### config.mk
export PLATFORM = sky130hd
export DESIGN_NAME = duc_top
export DESIGN_NICKNAME = d
export VERILOG_FILES = /design/src/shared/duc_pkg.sv /design/src/shared/duc_fifo_if.sv /design/src/hdl/duc_top.sv /design/src/hdl/duc_fifo.sv /design/src/hdl/duc_serial.sv
export SDC_FILE = /design/constraint.sdc
export NUM_CORES = 2
export LEC_CHECK = 0
export ABC_AREA = 1
export BUFFER_PORTS_ARGS = -buffer_cell sky130_fd_sc_hd__buf_4
export CAP_MARGIN = 20
export CORE_MARGIN = 2
export CORE_UTILIZATION = 60
export CTS_CLUSTER_DIAMETER = 200
export DETAILED_ROUTE_END_ITERATION = 6
export PLACE_DENSITY = 0.78
export SLEW_MARGIN = 15
export SYNTH_ARGS = -nofsm -noshare
export SYNTH_HDL_FRONTEND = slang
export SYNTH_SLANG_ARGS = --single-unit
### constraint.sdc
create_clock -name mclk -period 5.1 [get_ports mclk]
set_input_delay 0.51 -clock mclk [delete_from_list [all_inputs] [get_ports mclk]]
set_output_delay 0.51 -clock mclk [all_outputs]
set_load 0.01 [all_outputs]
### src/shared/duc_pkg.sv
// Constants, field positions and state types shared by the dual serial channel block.
package duc_pkg;
  localparam int DUC_CHANNELS = 2;
  localparam int DUC_FIFO_DEPTH = 64;
  localparam int DUC_DIV_W = 8;
  localparam int FRAME_BITS = 10;
  localparam int TIMEOUT_BITS = 40;
  localparam int SYNC_W = 19;
  // Timing.
  localparam int CLK_PERIOD_NS = 40;
  localparam int RESET_MIN_NS = 40;
  localparam int RESET_MIN_CYC = (RESET_MIN_NS + CLK_PERIOD_NS - 1) / CLK_PERIOD_NS;
  // Register locations within one channel.
  localparam logic [2:0] REG_DATA = 3'h0;
  localparam logic [2:0] REG_DIV = 3'h1;
  localparam logic [2:0] REG_TRIG = 3'h2;
  localparam logic [2:0] REG_FCTL = 3'h3;
  localparam logic [2:0] REG_MODEM = 3'h4;
  localparam logic [2:0] REG_STAT = 3'h5;
  localparam logic [2:0] REG_ALT = 3'h6;
  localparam logic [2:0] REG_FEAT = 3'h7;
  // Field positions.
  localparam int FCTL_FIFO_EN = 0;
  localparam int FCTL_BLOCK = 1;
  localparam int FCTL_PRESC4 = 2;
  localparam int FCTL_OS8 = 3;
  localparam int FCTL_RX_CLR = 4;
  localparam int FCTL_TX_CLR = 5;
  localparam int MODEM_RTS = 1;
  localparam int MODEM_FLAG = 3;
  localparam int ALT_BOTH = 0;
  localparam int ALT_MF_LO = 1;
  localparam int ALT_MF_HI = 2;
  localparam int FEAT_AUTO_DIR = 3;
  // Reset values and the FIFO control write mask.
  localparam logic [7:0] DIV_RST = 8'h01;
  localparam logic [7:0] TRIG_RST = 8'h01;
  localparam logic [7:0] FCTL_RST = 8'h00;
  localparam logic [7:0] FCTL_KEEP = 8'h0F;
  localparam logic [7:0] MODEM_RST = 8'h00;
  localparam logic [7:0] ALT_RST = 8'h00;
  localparam logic [7:0] FEAT_RST = 8'h00;
  // Sampling rates.
  localparam logic [4:0] OS16 = 5'h10;
  localparam logic [4:0] OS8 = 5'h08;

  typedef enum logic [1:0] {
    MF_FLAG = 2'h0,
    MF_BAUD = 2'h1,
    MF_RECEIVE_READY_N = 2'h2,
    MF_SPARE = 2'h3
  } duc_mf_t;

  typedef enum logic [2:0] {
    TX_IDLE = 3'h1,
    TX_LOAD = 3'h2,
    TX_SHIFT = 3'h4
  } duc_tx_st_t;

  typedef enum logic [3:0] {
    RX_IDLE = 4'h1,
    RX_START = 4'h2,
    RX_DATA = 4'h4,
    RX_STOP = 4'h8
  } duc_rx_st_t;

  function automatic logic [4:0] duc_os(input logic os8);
    return os8 ? OS8 : OS16;
  endfunction : duc_os
endpackage : duc_pkg

### src/shared/duc_fifo_if.sv
// Byte queue handshake between a queue and its filling and draining users.
`timescale 1ns/10ps
`default_nettype none
interface duc_fifo_if #(parameter int W = 8, parameter int LW = 7);
  logic push;
  logic [W-1:0] wdata;
  logic pop;
  logic [W-1:0] rdata;
  logic full;
  logic empty;
  logic [LW-1:0] level;
  modport store (input push, wdata, pop, output rdata, full, empty, level);
  modport fill (output push, wdata, input full, level);
  modport drain (output pop, input rdata, empty, level);
endinterface : duc_fifo_if
`default_nettype wire

### src/hdl/duc_top.sv
// Dual serial channel block behind an asynchronous eight-bit host bus.
`timescale 1ns/10ps
`default_nettype none
module duc_top
  import duc_pkg::*;
#(
  parameter int DIV_W = DUC_DIV_W,
  parameter int DEPTH = DUC_FIFO_DEPTH
) (
  // Clock and reset.
  input wire logic mclk,
  input wire logic rst_n,
  // Host bus.
  input wire logic cs_n,
  input wire logic channel_select,
  input wire logic [2:0] addr,
  input wire logic read_strobe_n,
  input wire logic write_strobe_n,
  input wire logic [7:0] data_in,
  output logic [7:0] data_out,
  output logic data_oe_n,
  // Serial lines, index 0 is channel A and index 1 channel B.
  input wire logic [1:0] rx_in,
  output wire logic [1:0] tx_out,
  output wire logic [1:0] request_to_send_n,
  output wire logic [1:0] multi_function_out_n,
  // General purpose inputs of channel B.
  input wire logic carrier_detect_b_n,
  input wire logic ring_indicator_b_n
);
  localparam int LW = $clog2(DEPTH) + 1;

  logic [SYNC_W-1:0] s1_q;
  logic [SYNC_W-1:0] s2_q;
  logic rd_act_q;
  logic wr_act_q;
  logic rd_p1_q;
  logic rd_ch_q;
  logic [2:0] rd_a_q;
  logic wr_ch_q;
  logic [2:0] wr_a_q;
  logic [7:0] wr_d_q;
  wire logic [7:0] rdv [DUC_CHANNELS];
  wire logic [1:0] both_sel;

  // Strobes and lines come from outside the clock domain and pass two flip-flops first.
  always_ff @(posedge mclk or negedge rst_n) begin
    if (!rst_n) begin
      s1_q <= '1;
      s2_q <= '1;
    end else begin
      s1_q <= {cs_n, channel_select, addr, read_strobe_n, write_strobe_n, data_in, rx_in,
               carrier_detect_b_n, ring_indicator_b_n};
      s2_q <= s1_q;
    end
  end

  wire logic cs_s = s2_q[18];
  wire logic ch_s = ~s2_q[17];
  wire logic [2:0] a_s = s2_q[16:14];
  wire logic rd_s = s2_q[13];
  wire logic wr_s = s2_q[12];
  wire logic [7:0] d_s = s2_q[11:4];
  wire logic [1:0] rx_s = s2_q[3:2];
  wire logic cd_s = s2_q[1];
  wire logic ri_s = s2_q[0];

  // No bus clock exists, so each cycle is recognised from the chip select and strobe levels alone.
  wire logic rd_act = ~cs_s & ~rd_s;
  wire logic wr_act = ~cs_s & ~wr_s;
  wire logic rd_go = rd_act & ~rd_act_q;
  wire logic wr_go = wr_act_q & ~wr_act;
  wire logic both_w = both_sel[wr_ch_q];

  always_ff @(posedge mclk or negedge rst_n) begin
    if (!rst_n) begin
      rd_act_q <= 1'b0;
      wr_act_q <= 1'b0;
      rd_p1_q <= 1'b0;
      rd_ch_q <= 1'b0;
      rd_a_q <= '0;
    end else begin
      rd_act_q <= rd_act;
      wr_act_q <= wr_act;
      rd_p1_q <= rd_go;
      if (rd_go) begin
        rd_ch_q <= ch_s;
        rd_a_q <= a_s;
      end
    end
  end

  // Write address and data are held while the strobe is low and used when it rises.
  always_ff @(posedge mclk or negedge rst_n) begin
    if (!rst_n) begin
      wr_ch_q <= 1'b0;
      wr_a_q <= '0;
      wr_d_q <= '0;
    end else if (wr_act) begin
      wr_ch_q <= ch_s;
      wr_a_q <= a_s;
      wr_d_q <= d_s;
    end
  end

  // The old value stays off the bus until the fresh read value is latched.
  always_ff @(posedge mclk or negedge rst_n) begin
    if (!rst_n) begin
      data_out <= '0;
      data_oe_n <= 1'b1;
    end else begin
      if (rd_p1_q) begin
        data_out <= rdv[rd_ch_q];
      end
      if (!rd_act) begin
        data_oe_n <= 1'b1;
      end else if (rd_p1_q) begin
        data_oe_n <= 1'b0;
      end
    end
  end

  for (genvar c = 0; c < DUC_CHANNELS; c++) begin : g_ch
    logic [DIV_W-1:0] div_q;
    logic [7:0] trig_q;
    logic [7:0] fctl_q;
    logic [7:0] modem_q;
    logic [7:0] alt_q;
    logic [7:0] feat_q;
    logic [1:0] pre_q;
    logic [DIV_W-1:0] cnt_q;
    logic tick_q;
    logic receive_ready_n_n_q;
    logic mf_n_q;
    logic rts_n_q;
    logic to_q;
    logic [9:0] idle_q;
    logic [7:0] rv;
    logic tx_line;
    logic tx_busy;
    logic rx_done;
    duc_fifo_if #(.W(8), .LW(LW)) txf ();
    duc_fifo_if #(.W(8), .LW(LW)) rxf ();

    wire logic wr_here = wr_go & ((wr_ch_q == 1'(c)) | both_w);
    wire logic wr_fctl = wr_here & (wr_a_q == REG_FCTL);
    wire logic gp_cd = (c == 1) ? ~cd_s : 1'b0;
    wire logic gp_ri = (c == 1) ? ~ri_s : 1'b0;
    wire logic at_trig = ~rxf.empty & (8'(rxf.level) >= trig_q);
    wire logic [9:0] to_lim = 10'(TIMEOUT_BITS * duc_os(fctl_q[FCTL_OS8]));
    wire logic pre_end = fctl_q[FCTL_PRESC4] ? (pre_q == 2'h3) : 1'b1;
    wire logic div_end = (cnt_q >= div_q - 1'b1) | (div_q == '0);
    wire logic baud_hi = (cnt_q >= (div_q >> 1));

    assign both_sel[c] = alt_q[ALT_BOTH];
    assign txf.push = wr_here & (wr_a_q == REG_DATA);
    assign txf.wdata = wr_d_q;
    assign rxf.pop = rd_go & (ch_s == 1'(c)) & (a_s == REG_DATA);
    assign rdv[c] = rv;
    assign tx_out[c] = tx_line;
    assign request_to_send_n[c] = rts_n_q;
    assign multi_function_out_n[c] = mf_n_q;

    always_ff @(posedge mclk or negedge rst_n) begin
      if (!rst_n) begin
        div_q <= DIV_W'(DIV_RST);
        trig_q <= TRIG_RST;
        fctl_q <= FCTL_RST;
        modem_q <= MODEM_RST;
        alt_q <= ALT_RST;
        feat_q <= FEAT_RST;
      end else if (wr_here) begin
        unique case (wr_a_q)
          REG_DIV: div_q <= wr_d_q[DIV_W-1:0];
          REG_TRIG: trig_q <= wr_d_q;
          REG_FCTL: fctl_q <= wr_d_q & FCTL_KEEP;
          REG_MODEM: modem_q <= wr_d_q;
          REG_ALT: alt_q <= wr_d_q;
          REG_FEAT: feat_q <= wr_d_q;
          default: ;
        endcase
      end
    end

    // Sampling clock: prescaler of 1 or 4, then the divisor; a divisor of 0 acts as 1.
    always_ff @(posedge mclk or negedge rst_n) begin
      if (!rst_n) begin
        pre_q <= '0;
        cnt_q <= '0;
        tick_q <= 1'b0;
      end else begin
        pre_q <= pre_end ? 2'h0 : pre_q + 2'h1;
        if (pre_end) begin
          cnt_q <= div_end ? '0 : cnt_q + 1'b1;
        end
        tick_q <= pre_end & div_end;
      end
    end

    // Idle time counted in sampling clocks; four frames of silence mark a time-out.
    always_ff @(posedge mclk or negedge rst_n) begin
      if (!rst_n) begin
        idle_q <= '0;
        to_q <= 1'b0;
      end else if (rxf.empty || rx_done || rxf.pop) begin
        idle_q <= '0;
        to_q <= 1'b0;
      end else if (tick_q && !to_q) begin
        idle_q <= idle_q + 10'h001;
        to_q <= (idle_q == to_lim - 10'h001);
      end
    end

    always_ff @(posedge mclk or negedge rst_n) begin
      if (!rst_n) begin
        receive_ready_n_n_q <= 1'b1;
      end else if (!fctl_q[FCTL_FIFO_EN] || !fctl_q[FCTL_BLOCK]) begin
        receive_ready_n_n_q <= rxf.empty;
      end else if (rxf.empty) begin
        receive_ready_n_n_q <= 1'b1;
      end else if (at_trig || to_q) begin
        receive_ready_n_n_q <= 1'b0;
      end
    end

    // The baud clock needs a divisor of at least two to toggle on the pin, whatever the prescaler.
    always_ff @(posedge mclk or negedge rst_n) begin
      if (!rst_n) begin
        mf_n_q <= 1'b1;
      end else begin
        unique case (duc_mf_t'(alt_q[ALT_MF_HI:ALT_MF_LO]))
          MF_BAUD: mf_n_q <= baud_hi;
          MF_RECEIVE_READY_N: mf_n_q <= receive_ready_n_n_q;
          MF_FLAG, MF_SPARE: mf_n_q <= ~modem_q[MODEM_FLAG];
        endcase
      end
    end

    always_ff @(posedge mclk or negedge rst_n) begin
      if (!rst_n) begin
        rts_n_q <= 1'b1;
      end else if (!feat_q[FEAT_AUTO_DIR]) begin
        rts_n_q <= ~modem_q[MODEM_RTS];
      end else if (txf.push) begin
        rts_n_q <= 1'b0;
      end else if (txf.empty && !tx_busy) begin
        rts_n_q <= 1'b1;
      end
    end

    // Carrier and ring only reach the status byte.
    always_comb begin
      rv = '0;
      unique case (rd_a_q)
        REG_DATA: rv = rxf.rdata;
        REG_DIV: rv[DIV_W-1:0] = div_q;
        REG_TRIG: rv = 8'(rxf.level);
        REG_FCTL: rv = fctl_q;
        REG_MODEM: rv = modem_q;
        REG_STAT: rv = {2'h0, gp_ri, gp_cd, ~tx_busy & txf.empty, ~txf.full, at_trig, ~rxf.empty};
        REG_ALT: rv = alt_q;
        REG_FEAT: rv = 8'(txf.level);
      endcase
    end

    duc_fifo #(.W(8), .DEPTH(DEPTH), .LW(LW)) u_txq (
      .mclk(mclk),
      .rst_n(rst_n),
      .clr(wr_fctl & wr_d_q[FCTL_TX_CLR]),
      .one_deep(~fctl_q[FCTL_FIFO_EN]),
      .q(txf)
    );

    duc_fifo #(.W(8), .DEPTH(DEPTH), .LW(LW)) u_rxq (
      .mclk(mclk),
      .rst_n(rst_n),
      .clr(wr_fctl & wr_d_q[FCTL_RX_CLR]),
      .one_deep(~fctl_q[FCTL_FIFO_EN]),
      .q(rxf)
    );

    duc_serial u_serial (
      .mclk(mclk),
      .rst_n(rst_n),
      .tick(tick_q),
      .os8(fctl_q[FCTL_OS8]),
      .rx_s(rx_s[c]),
      .tx_q(tx_line),
      .txf(txf),
      .rxf(rxf),
      .tx_busy(tx_busy),
      .rx_done(rx_done)
    );
  end
endmodule : duc_top
`default_nettype wire

### src/hdl/duc_fifo.sv
// Byte queue with registered read data and a fill counter.
`timescale 1ns/10ps
`default_nettype none
module duc_fifo #(
  parameter int W = 8,
  parameter int DEPTH = 64,
  parameter int LW = $clog2(DEPTH) + 1
) (
  // Clock and reset.
  input wire logic mclk,
  input wire logic rst_n,
  // Control.
  input wire logic clr,
  input wire logic one_deep,
  // Queue.
  duc_fifo_if.store q
);
  localparam int AW = $clog2(DEPTH);
  logic [W-1:0] mem [DEPTH];
  logic [AW-1:0] wp_q;
  logic [AW-1:0] rp_q;
  logic [LW-1:0] lvl_q;
  logic [W-1:0] rd_q;
  wire logic do_push = q.push & ~q.full;
  wire logic do_pop = q.pop & ~q.empty;

  // DEPTH must be a power of two so the pointers wrap by themselves.
  always_ff @(posedge mclk) begin
    if (do_push) begin
      mem[wp_q] <= q.wdata;
    end
  end

  always_ff @(posedge mclk or negedge rst_n) begin
    if (!rst_n) begin
      wp_q <= '0;
      rp_q <= '0;
      lvl_q <= '0;
    end else if (clr) begin
      wp_q <= '0;
      rp_q <= '0;
      lvl_q <= '0;
    end else begin
      wp_q <= wp_q + AW'(do_push);
      rp_q <= rp_q + AW'(do_pop);
      lvl_q <= lvl_q + LW'(do_push) - LW'(do_pop);
    end
  end

  always_ff @(posedge mclk or negedge rst_n) begin
    if (!rst_n) begin
      rd_q <= '0;
    end else if (do_pop) begin
      rd_q <= mem[rp_q];
    end
  end

  assign q.rdata = rd_q;
  assign q.level = lvl_q;
  assign q.empty = (lvl_q == '0);
  assign q.full = one_deep ? (lvl_q != '0) : (lvl_q == LW'(DEPTH));
endmodule : duc_fifo
`default_nettype wire

### src/hdl/duc_serial.sv
// Serial transmitter and receiver of one channel, eight data bits and one stop bit.
`timescale 1ns/10ps
`default_nettype none
module duc_serial
  import duc_pkg::*;
(
  // Clock and reset.
  input wire logic mclk,
  input wire logic rst_n,
  // Sampling clock.
  input wire logic tick,
  input wire logic os8,
  // Line.
  input wire logic rx_s,
  output logic tx_q,
  // Queues.
  duc_fifo_if.drain txf,
  duc_fifo_if.fill rxf,
  // State.
  output logic tx_busy,
  output logic rx_done
);
  duc_tx_st_t tx_st_q;
  duc_rx_st_t rx_st_q;
  logic [4:0] tcnt_q;
  logic [4:0] rcnt_q;
  logic [3:0] tbit_q;
  logic [2:0] rbit_q;
  logic [8:0] tsh_q;
  logic [7:0] rsh_q;
  wire logic [4:0] os = duc_os(os8);
  wire logic [4:0] os_last = os - 5'h01;

  assign txf.pop = (tx_st_q == TX_IDLE) & ~txf.empty;
  assign tx_busy = (tx_st_q != TX_IDLE);
  assign rxf.push = rx_done;
  assign rxf.wdata = rsh_q;

  always_ff @(posedge mclk or negedge rst_n) begin
    if (!rst_n) begin
      tx_st_q <= TX_IDLE;
      tx_q <= 1'b1;
      tcnt_q <= '0;
      tbit_q <= '0;
      tsh_q <= '1;
    end else begin
      unique case (tx_st_q)
        TX_IDLE: begin
          if (!txf.empty) begin
            tx_st_q <= TX_LOAD;
          end
        end
        TX_LOAD: begin
          tsh_q <= {1'b1, txf.rdata};
          tx_q <= 1'b0;
          tcnt_q <= '0;
          tbit_q <= '0;
          tx_st_q <= TX_SHIFT;
        end
        TX_SHIFT: begin
          if (tick) begin
            tcnt_q <= (tcnt_q == os_last) ? 5'h00 : tcnt_q + 5'h01;
            if (tcnt_q == os_last) begin
              tx_q <= tsh_q[0];
              tsh_q <= {1'b1, tsh_q[8:1]};
              tbit_q <= tbit_q + 4'h1;
              if (tbit_q == 4'(FRAME_BITS - 1)) begin
                tx_st_q <= TX_IDLE;
              end
            end
          end
        end
      endcase
    end
  end

  // A start edge is confirmed at mid bit, so glitches shorter than half a bit are dropped.
  always_ff @(posedge mclk or negedge rst_n) begin
    if (!rst_n) begin
      rx_st_q <= RX_IDLE;
      rcnt_q <= '0;
      rbit_q <= '0;
      rsh_q <= '0;
      rx_done <= 1'b0;
    end else begin
      rx_done <= 1'b0;
      unique case (rx_st_q)
        RX_IDLE: begin
          if (tick && !rx_s) begin
            rcnt_q <= 5'h01;
            rx_st_q <= RX_START;
          end
        end
        RX_START: begin
          if (tick) begin
            rcnt_q <= rcnt_q + 5'h01;
            if (rcnt_q == (os >> 1)) begin
              rcnt_q <= '0;
              rbit_q <= '0;
              rx_st_q <= rx_s ? RX_IDLE : RX_DATA;
            end
          end
        end
        RX_DATA: begin
          if (tick) begin
            rcnt_q <= (rcnt_q == os_last) ? 5'h00 : rcnt_q + 5'h01;
            if (rcnt_q == os_last) begin
              rsh_q <= {rx_s, rsh_q[7:1]};
              rbit_q <= rbit_q + 3'h1;
              if (rbit_q == 3'h7) begin
                rx_st_q <= RX_STOP;
              end
            end
          end
        end
        RX_STOP: begin
          if (tick) begin
            rcnt_q <= (rcnt_q == os_last) ? 5'h00 : rcnt_q + 5'h01;
            if (rcnt_q == os_last) begin
              rx_done <= rx_s;
              rx_st_q <= RX_IDLE;
            end
          end
        end
      endcase
    end
  end
endmodule : duc_serial
`default_nettype wire

==> impl_metrics.env <==
export IMPL_viasPerCell=5.99
export IMPL_failed_checks="design-rule violations"
export IMPL_grt_use_total_pct=28.8
export IMPL_fin_crit_ps=3990
export IMPL_worstMarginPinSlew_ps=1160
export IMPL_status="finished with violations"
export IMPL_grt_pass1_vias=68400
export IMPL_hold_violations=0
export IMPL_synthFlopType="edfxtp_1"
export IMPL_crit_chain="o21ai_2 > a211oi_1 > nand2_1 > nor2_1 > nand3_1 > nor2_1"
export IMPL_worst_path_largest_cell_delay_ps=900
export IMPL_nets=9499
export IMPL_vias=70500
export IMPL_rsz0062_at_grt="false"
export IMPL_port_buffers=35
export IMPL_clk_pin_slew_worst_paths_ps=60
export IMPL_synth_ff_latch_count=2430
export IMPL_yosysWarnings=0
export IMPL_root_buffer="clkbuf_16"
export IMPL_area_growth_pct=9.33
export IMPL_path_max_fanout=8
export IMPL_yosysMostFrequentCell="nand2_1"
export IMPL_worst_path_max_delay_cell="nor2_1"
export IMPL_fillCellCount=12100
export IMPL_syn_cell_area_mm2=0.102
export IMPL_worstHoldPathType="input pin to async pin"
export IMPL_cts_tree="built"
export IMPL_synth_edf_count=2048
export IMPL_grt_max_degree=258
export IMPL_grt_overflow=0
export IMPL_relSlewSlack_pct=22.4
export IMPL_worstSkewPairLatency_ps=870
export IMPL_dr_pass1_iters=7
export IMPL_fp_dieW_um=417
export IMPL_clock_skew_ps=26.8
export IMPL_yosys_top_cells_area="edfxtp_1, nand2_1, dfrtp_1, nand3_1, dfstp_2"
export IMPL_post_drt_wl_per_cell_um=21.4
export IMPL_cp_data_required_time_ps=5580
export IMPL_start_util_pct=60.4
export IMPL_start_kind="register"
export IMPL_period_share_pct=78.2
export IMPL_wirelength_um=252000
export IMPL_synth_fp_nets=9593
export IMPL_antenna_found_initial=2
export IMPL_hold_slack_ps=246
export IMPL_hpwl_um=150000
export IMPL_ys_async_sr_fraction_pct=15.7
export IMPL_cts_sinks=2430
export IMPL_place_congestion=0.941
export IMPL_peakVddDrop_uv=446
export IMPL_powerDensity_mw_per_mm2=407
export IMPL_ant_nets=0
export IMPL_slew_viol_final=0
export IMPL_setup_violations=0
export IMPL_drcViolationCount=1
export IMPL_max_cap_violations=0
export IMPL_die_area_mm2=0.174
export IMPL_grt_pass1_wl_um=388000
export IMPL_io_pins=36
export IMPL_netlist_top_cells_count="nand2_1, edfxtp_1, nand3_1"
export IMPL_fmax_mhz=251
export IMPL_yosys_area_top_type_share_pct=60.1
export IMPL_cts_setup_buffers=0
export IMPL_core_region_area_mm2=0.169
export IMPL_netlist_instances=9444
export IMPL_cts_buffers=230
export IMPL_yosysTopAreaCell="edfxtp_1"
export IMPL_finalSetupTns_ps=0
export IMPL_drive_gt1_share_pct=6.48
export IMPL_drtIter0Drc=9824
export IMPL_crit_arrival_ps=4470
export IMPL_crit_type="register to register"
export IMPL_end_kind="register"
export IMPL_insertedDiodeCount=0
export IMPL_die_y_um=417
export IMPL_h_tree_depth=4
export IMPL_synth_cell_types=54
export IMPL_cts_buffer_depth=3
export IMPL_syn_avg_cell_area_um2=10.8
export IMPL_num_rows=151
export IMPL_p_leak_uw=0.0432
export IMPL_post_route_util_pct=66.1
export IMPL_synth_seq_area_share_pct=69.5
export IMPL_crit_top_cell="nor2_1"
[registers in the layout, indices dropped and copies added (netlist names), 10 cells and up]
signal and count:
g_ch.u_serial.tcnt_q 10, s1_q 19, g_ch.u_txq.wp_q 12, g_ch.modem_q 16, g_ch.u_rxq.q.level 14, g_ch.u_txq.q.rdata 16
g_ch.div_q 16, g_ch.alt_q 16, g_ch.u_rxq.mem 1024, g_ch.u_txq.rp_q 12, g_ch.u_rxq.wp_q 12, g_ch.u_txq.mem 1024
g_ch.cnt_q 16, s2_q 19, g_ch.trig_q 16, g_ch.u_rxq.rp_q 12, g_ch.u_serial.tsh_q 16, g_ch.u_serial.rxf.wdata 16
g_ch.idle_q 20, g_ch.u_txq.q.level 14, g_ch.u_rxq.q.rdata 16, g_ch.u_serial.rcnt_q 10
[through the flow]
stage,cells,worst slack [ps],power [uW],cell area [um2]
5_1_grt,11800,1130,47200,112000
3_3_place_gp,11300,1490,28700,104000
2_1_floorplan,9444,2140,27100,102000
6_report,11800,1110,45500,112000
4_1_cts,11800,1300,45500,112000
3_5_place_dp,11300,1370,29000,104000
[repair_timing]
item                                    in CTS  in global routing
hold buffers                                20                  0
resized for setup                            0                  0
endpoints found under the hold margin       83                  0
endpoints found under the setup margin       0                  0
[area by class of cell]
class	count	area [um2]	share of cell area (%)
Clock inverter	119	1090	0.970
Sequential cell	2430	71200	63.6
Inverter	398	1520	1.36
Clock buffer	311	6310	5.63
Timing Repair Buffer	130	1180	1.05
Multi-Input combinational cell	6160	27900	24.9
Tap cell	2218	2780	2.48
[kinds of logic after synthesis]
group           synth area share (%)
compound gates                  3.27
simple gates                    21.9
fa+ha+maj                       1.59
flops                           69.5
buf+inv                         3.34
xor+xnor                       0.402
[cells in the final DEF, fill, tap and decap left out, types with 12 or more instances in the layout]
master         netlist  routed
a21oi_1            330     330
buf_4                7      98
bufinv_16            0      19
clkbuf_1           222      63
clkbuf_16            0     236
clkbuf_8             0      12
clkinv_1            15      67
clkinv_2             0      34
dfrtp_1            311     279
dfrtp_2              0      17
dfrtp_4              0      15
dfstp_2             71      71
dlygate4sd3_1        0      20
edfxtp_1          2048    2048
ha_1               124     124
inv_1              369     361
inv_2               12      15
nand2_1           3407    3407
nand3_1           1344    1344
nand4_1             39      39
nand4_4             16      16
nor2_1             465     464
nor3_1              42      42
o211ai_1            18      18
o21ai_0            193     193
o22ai_1             19      19
or2_2               13      13
xor2_1              37      37
[critical path: cells and delay by family (launching register included)]
kind | cells | cell delay (ps)
simple gates | 4 | 2260
compound gates | 2 | 750
flops | 1 | 600
[per-layer routing]
| layer | wire length, um | GRT usage [%] |
|---|---|---|
| met1 | 96500 | 38.7 |
| met2 | 119000 | 46.3 |
| met3 | 23800 | 4.66 |
| met4 | 12600 | 13.6 |
| met5 | 25 | 0 |
[worst paths after layout]
| check | startpoint | to | slack (ps) | cells past startpoint |
|---|---|---|---|---|
| worst max-delay path | s2_q[18]$_DFF_PN1_ | g_ch[0].u_txq.mem[3][2]$_DFFE_PP_ | 1110 | 6 |
| worst min-delay path | rst_n | g_ch[0].u_serial.rx_done$_DFF_PN0_ | 250 | 2 |
| worst max register to register | s2_q[18]$_DFF_PN1_ | g_ch[0].u_txq.mem[3][2]$_DFFE_PP_ | 1110 | 6 |
| worst min register to register | s1_q[10]$_DFF_PN1_ | s2_q[10]$_DFF_PN1_ | 350 | 0 |
| max in group asynchronous | rst_n | g_ch[0].txf.wdata[7]$_DFFE_PN0P_ | 3690 | 3 |
| min in group mclk | channel_select | s1_q[17]$_DFF_PN1_ | 290 | 2 |
[where the power goes]
group          internal, uW  total, uW  switching, uW
Sequential            22200      22900            698
Combinational          1810       5820           4010
Clock                  9580      16800           7200
(Power assumes the default switching activity.)
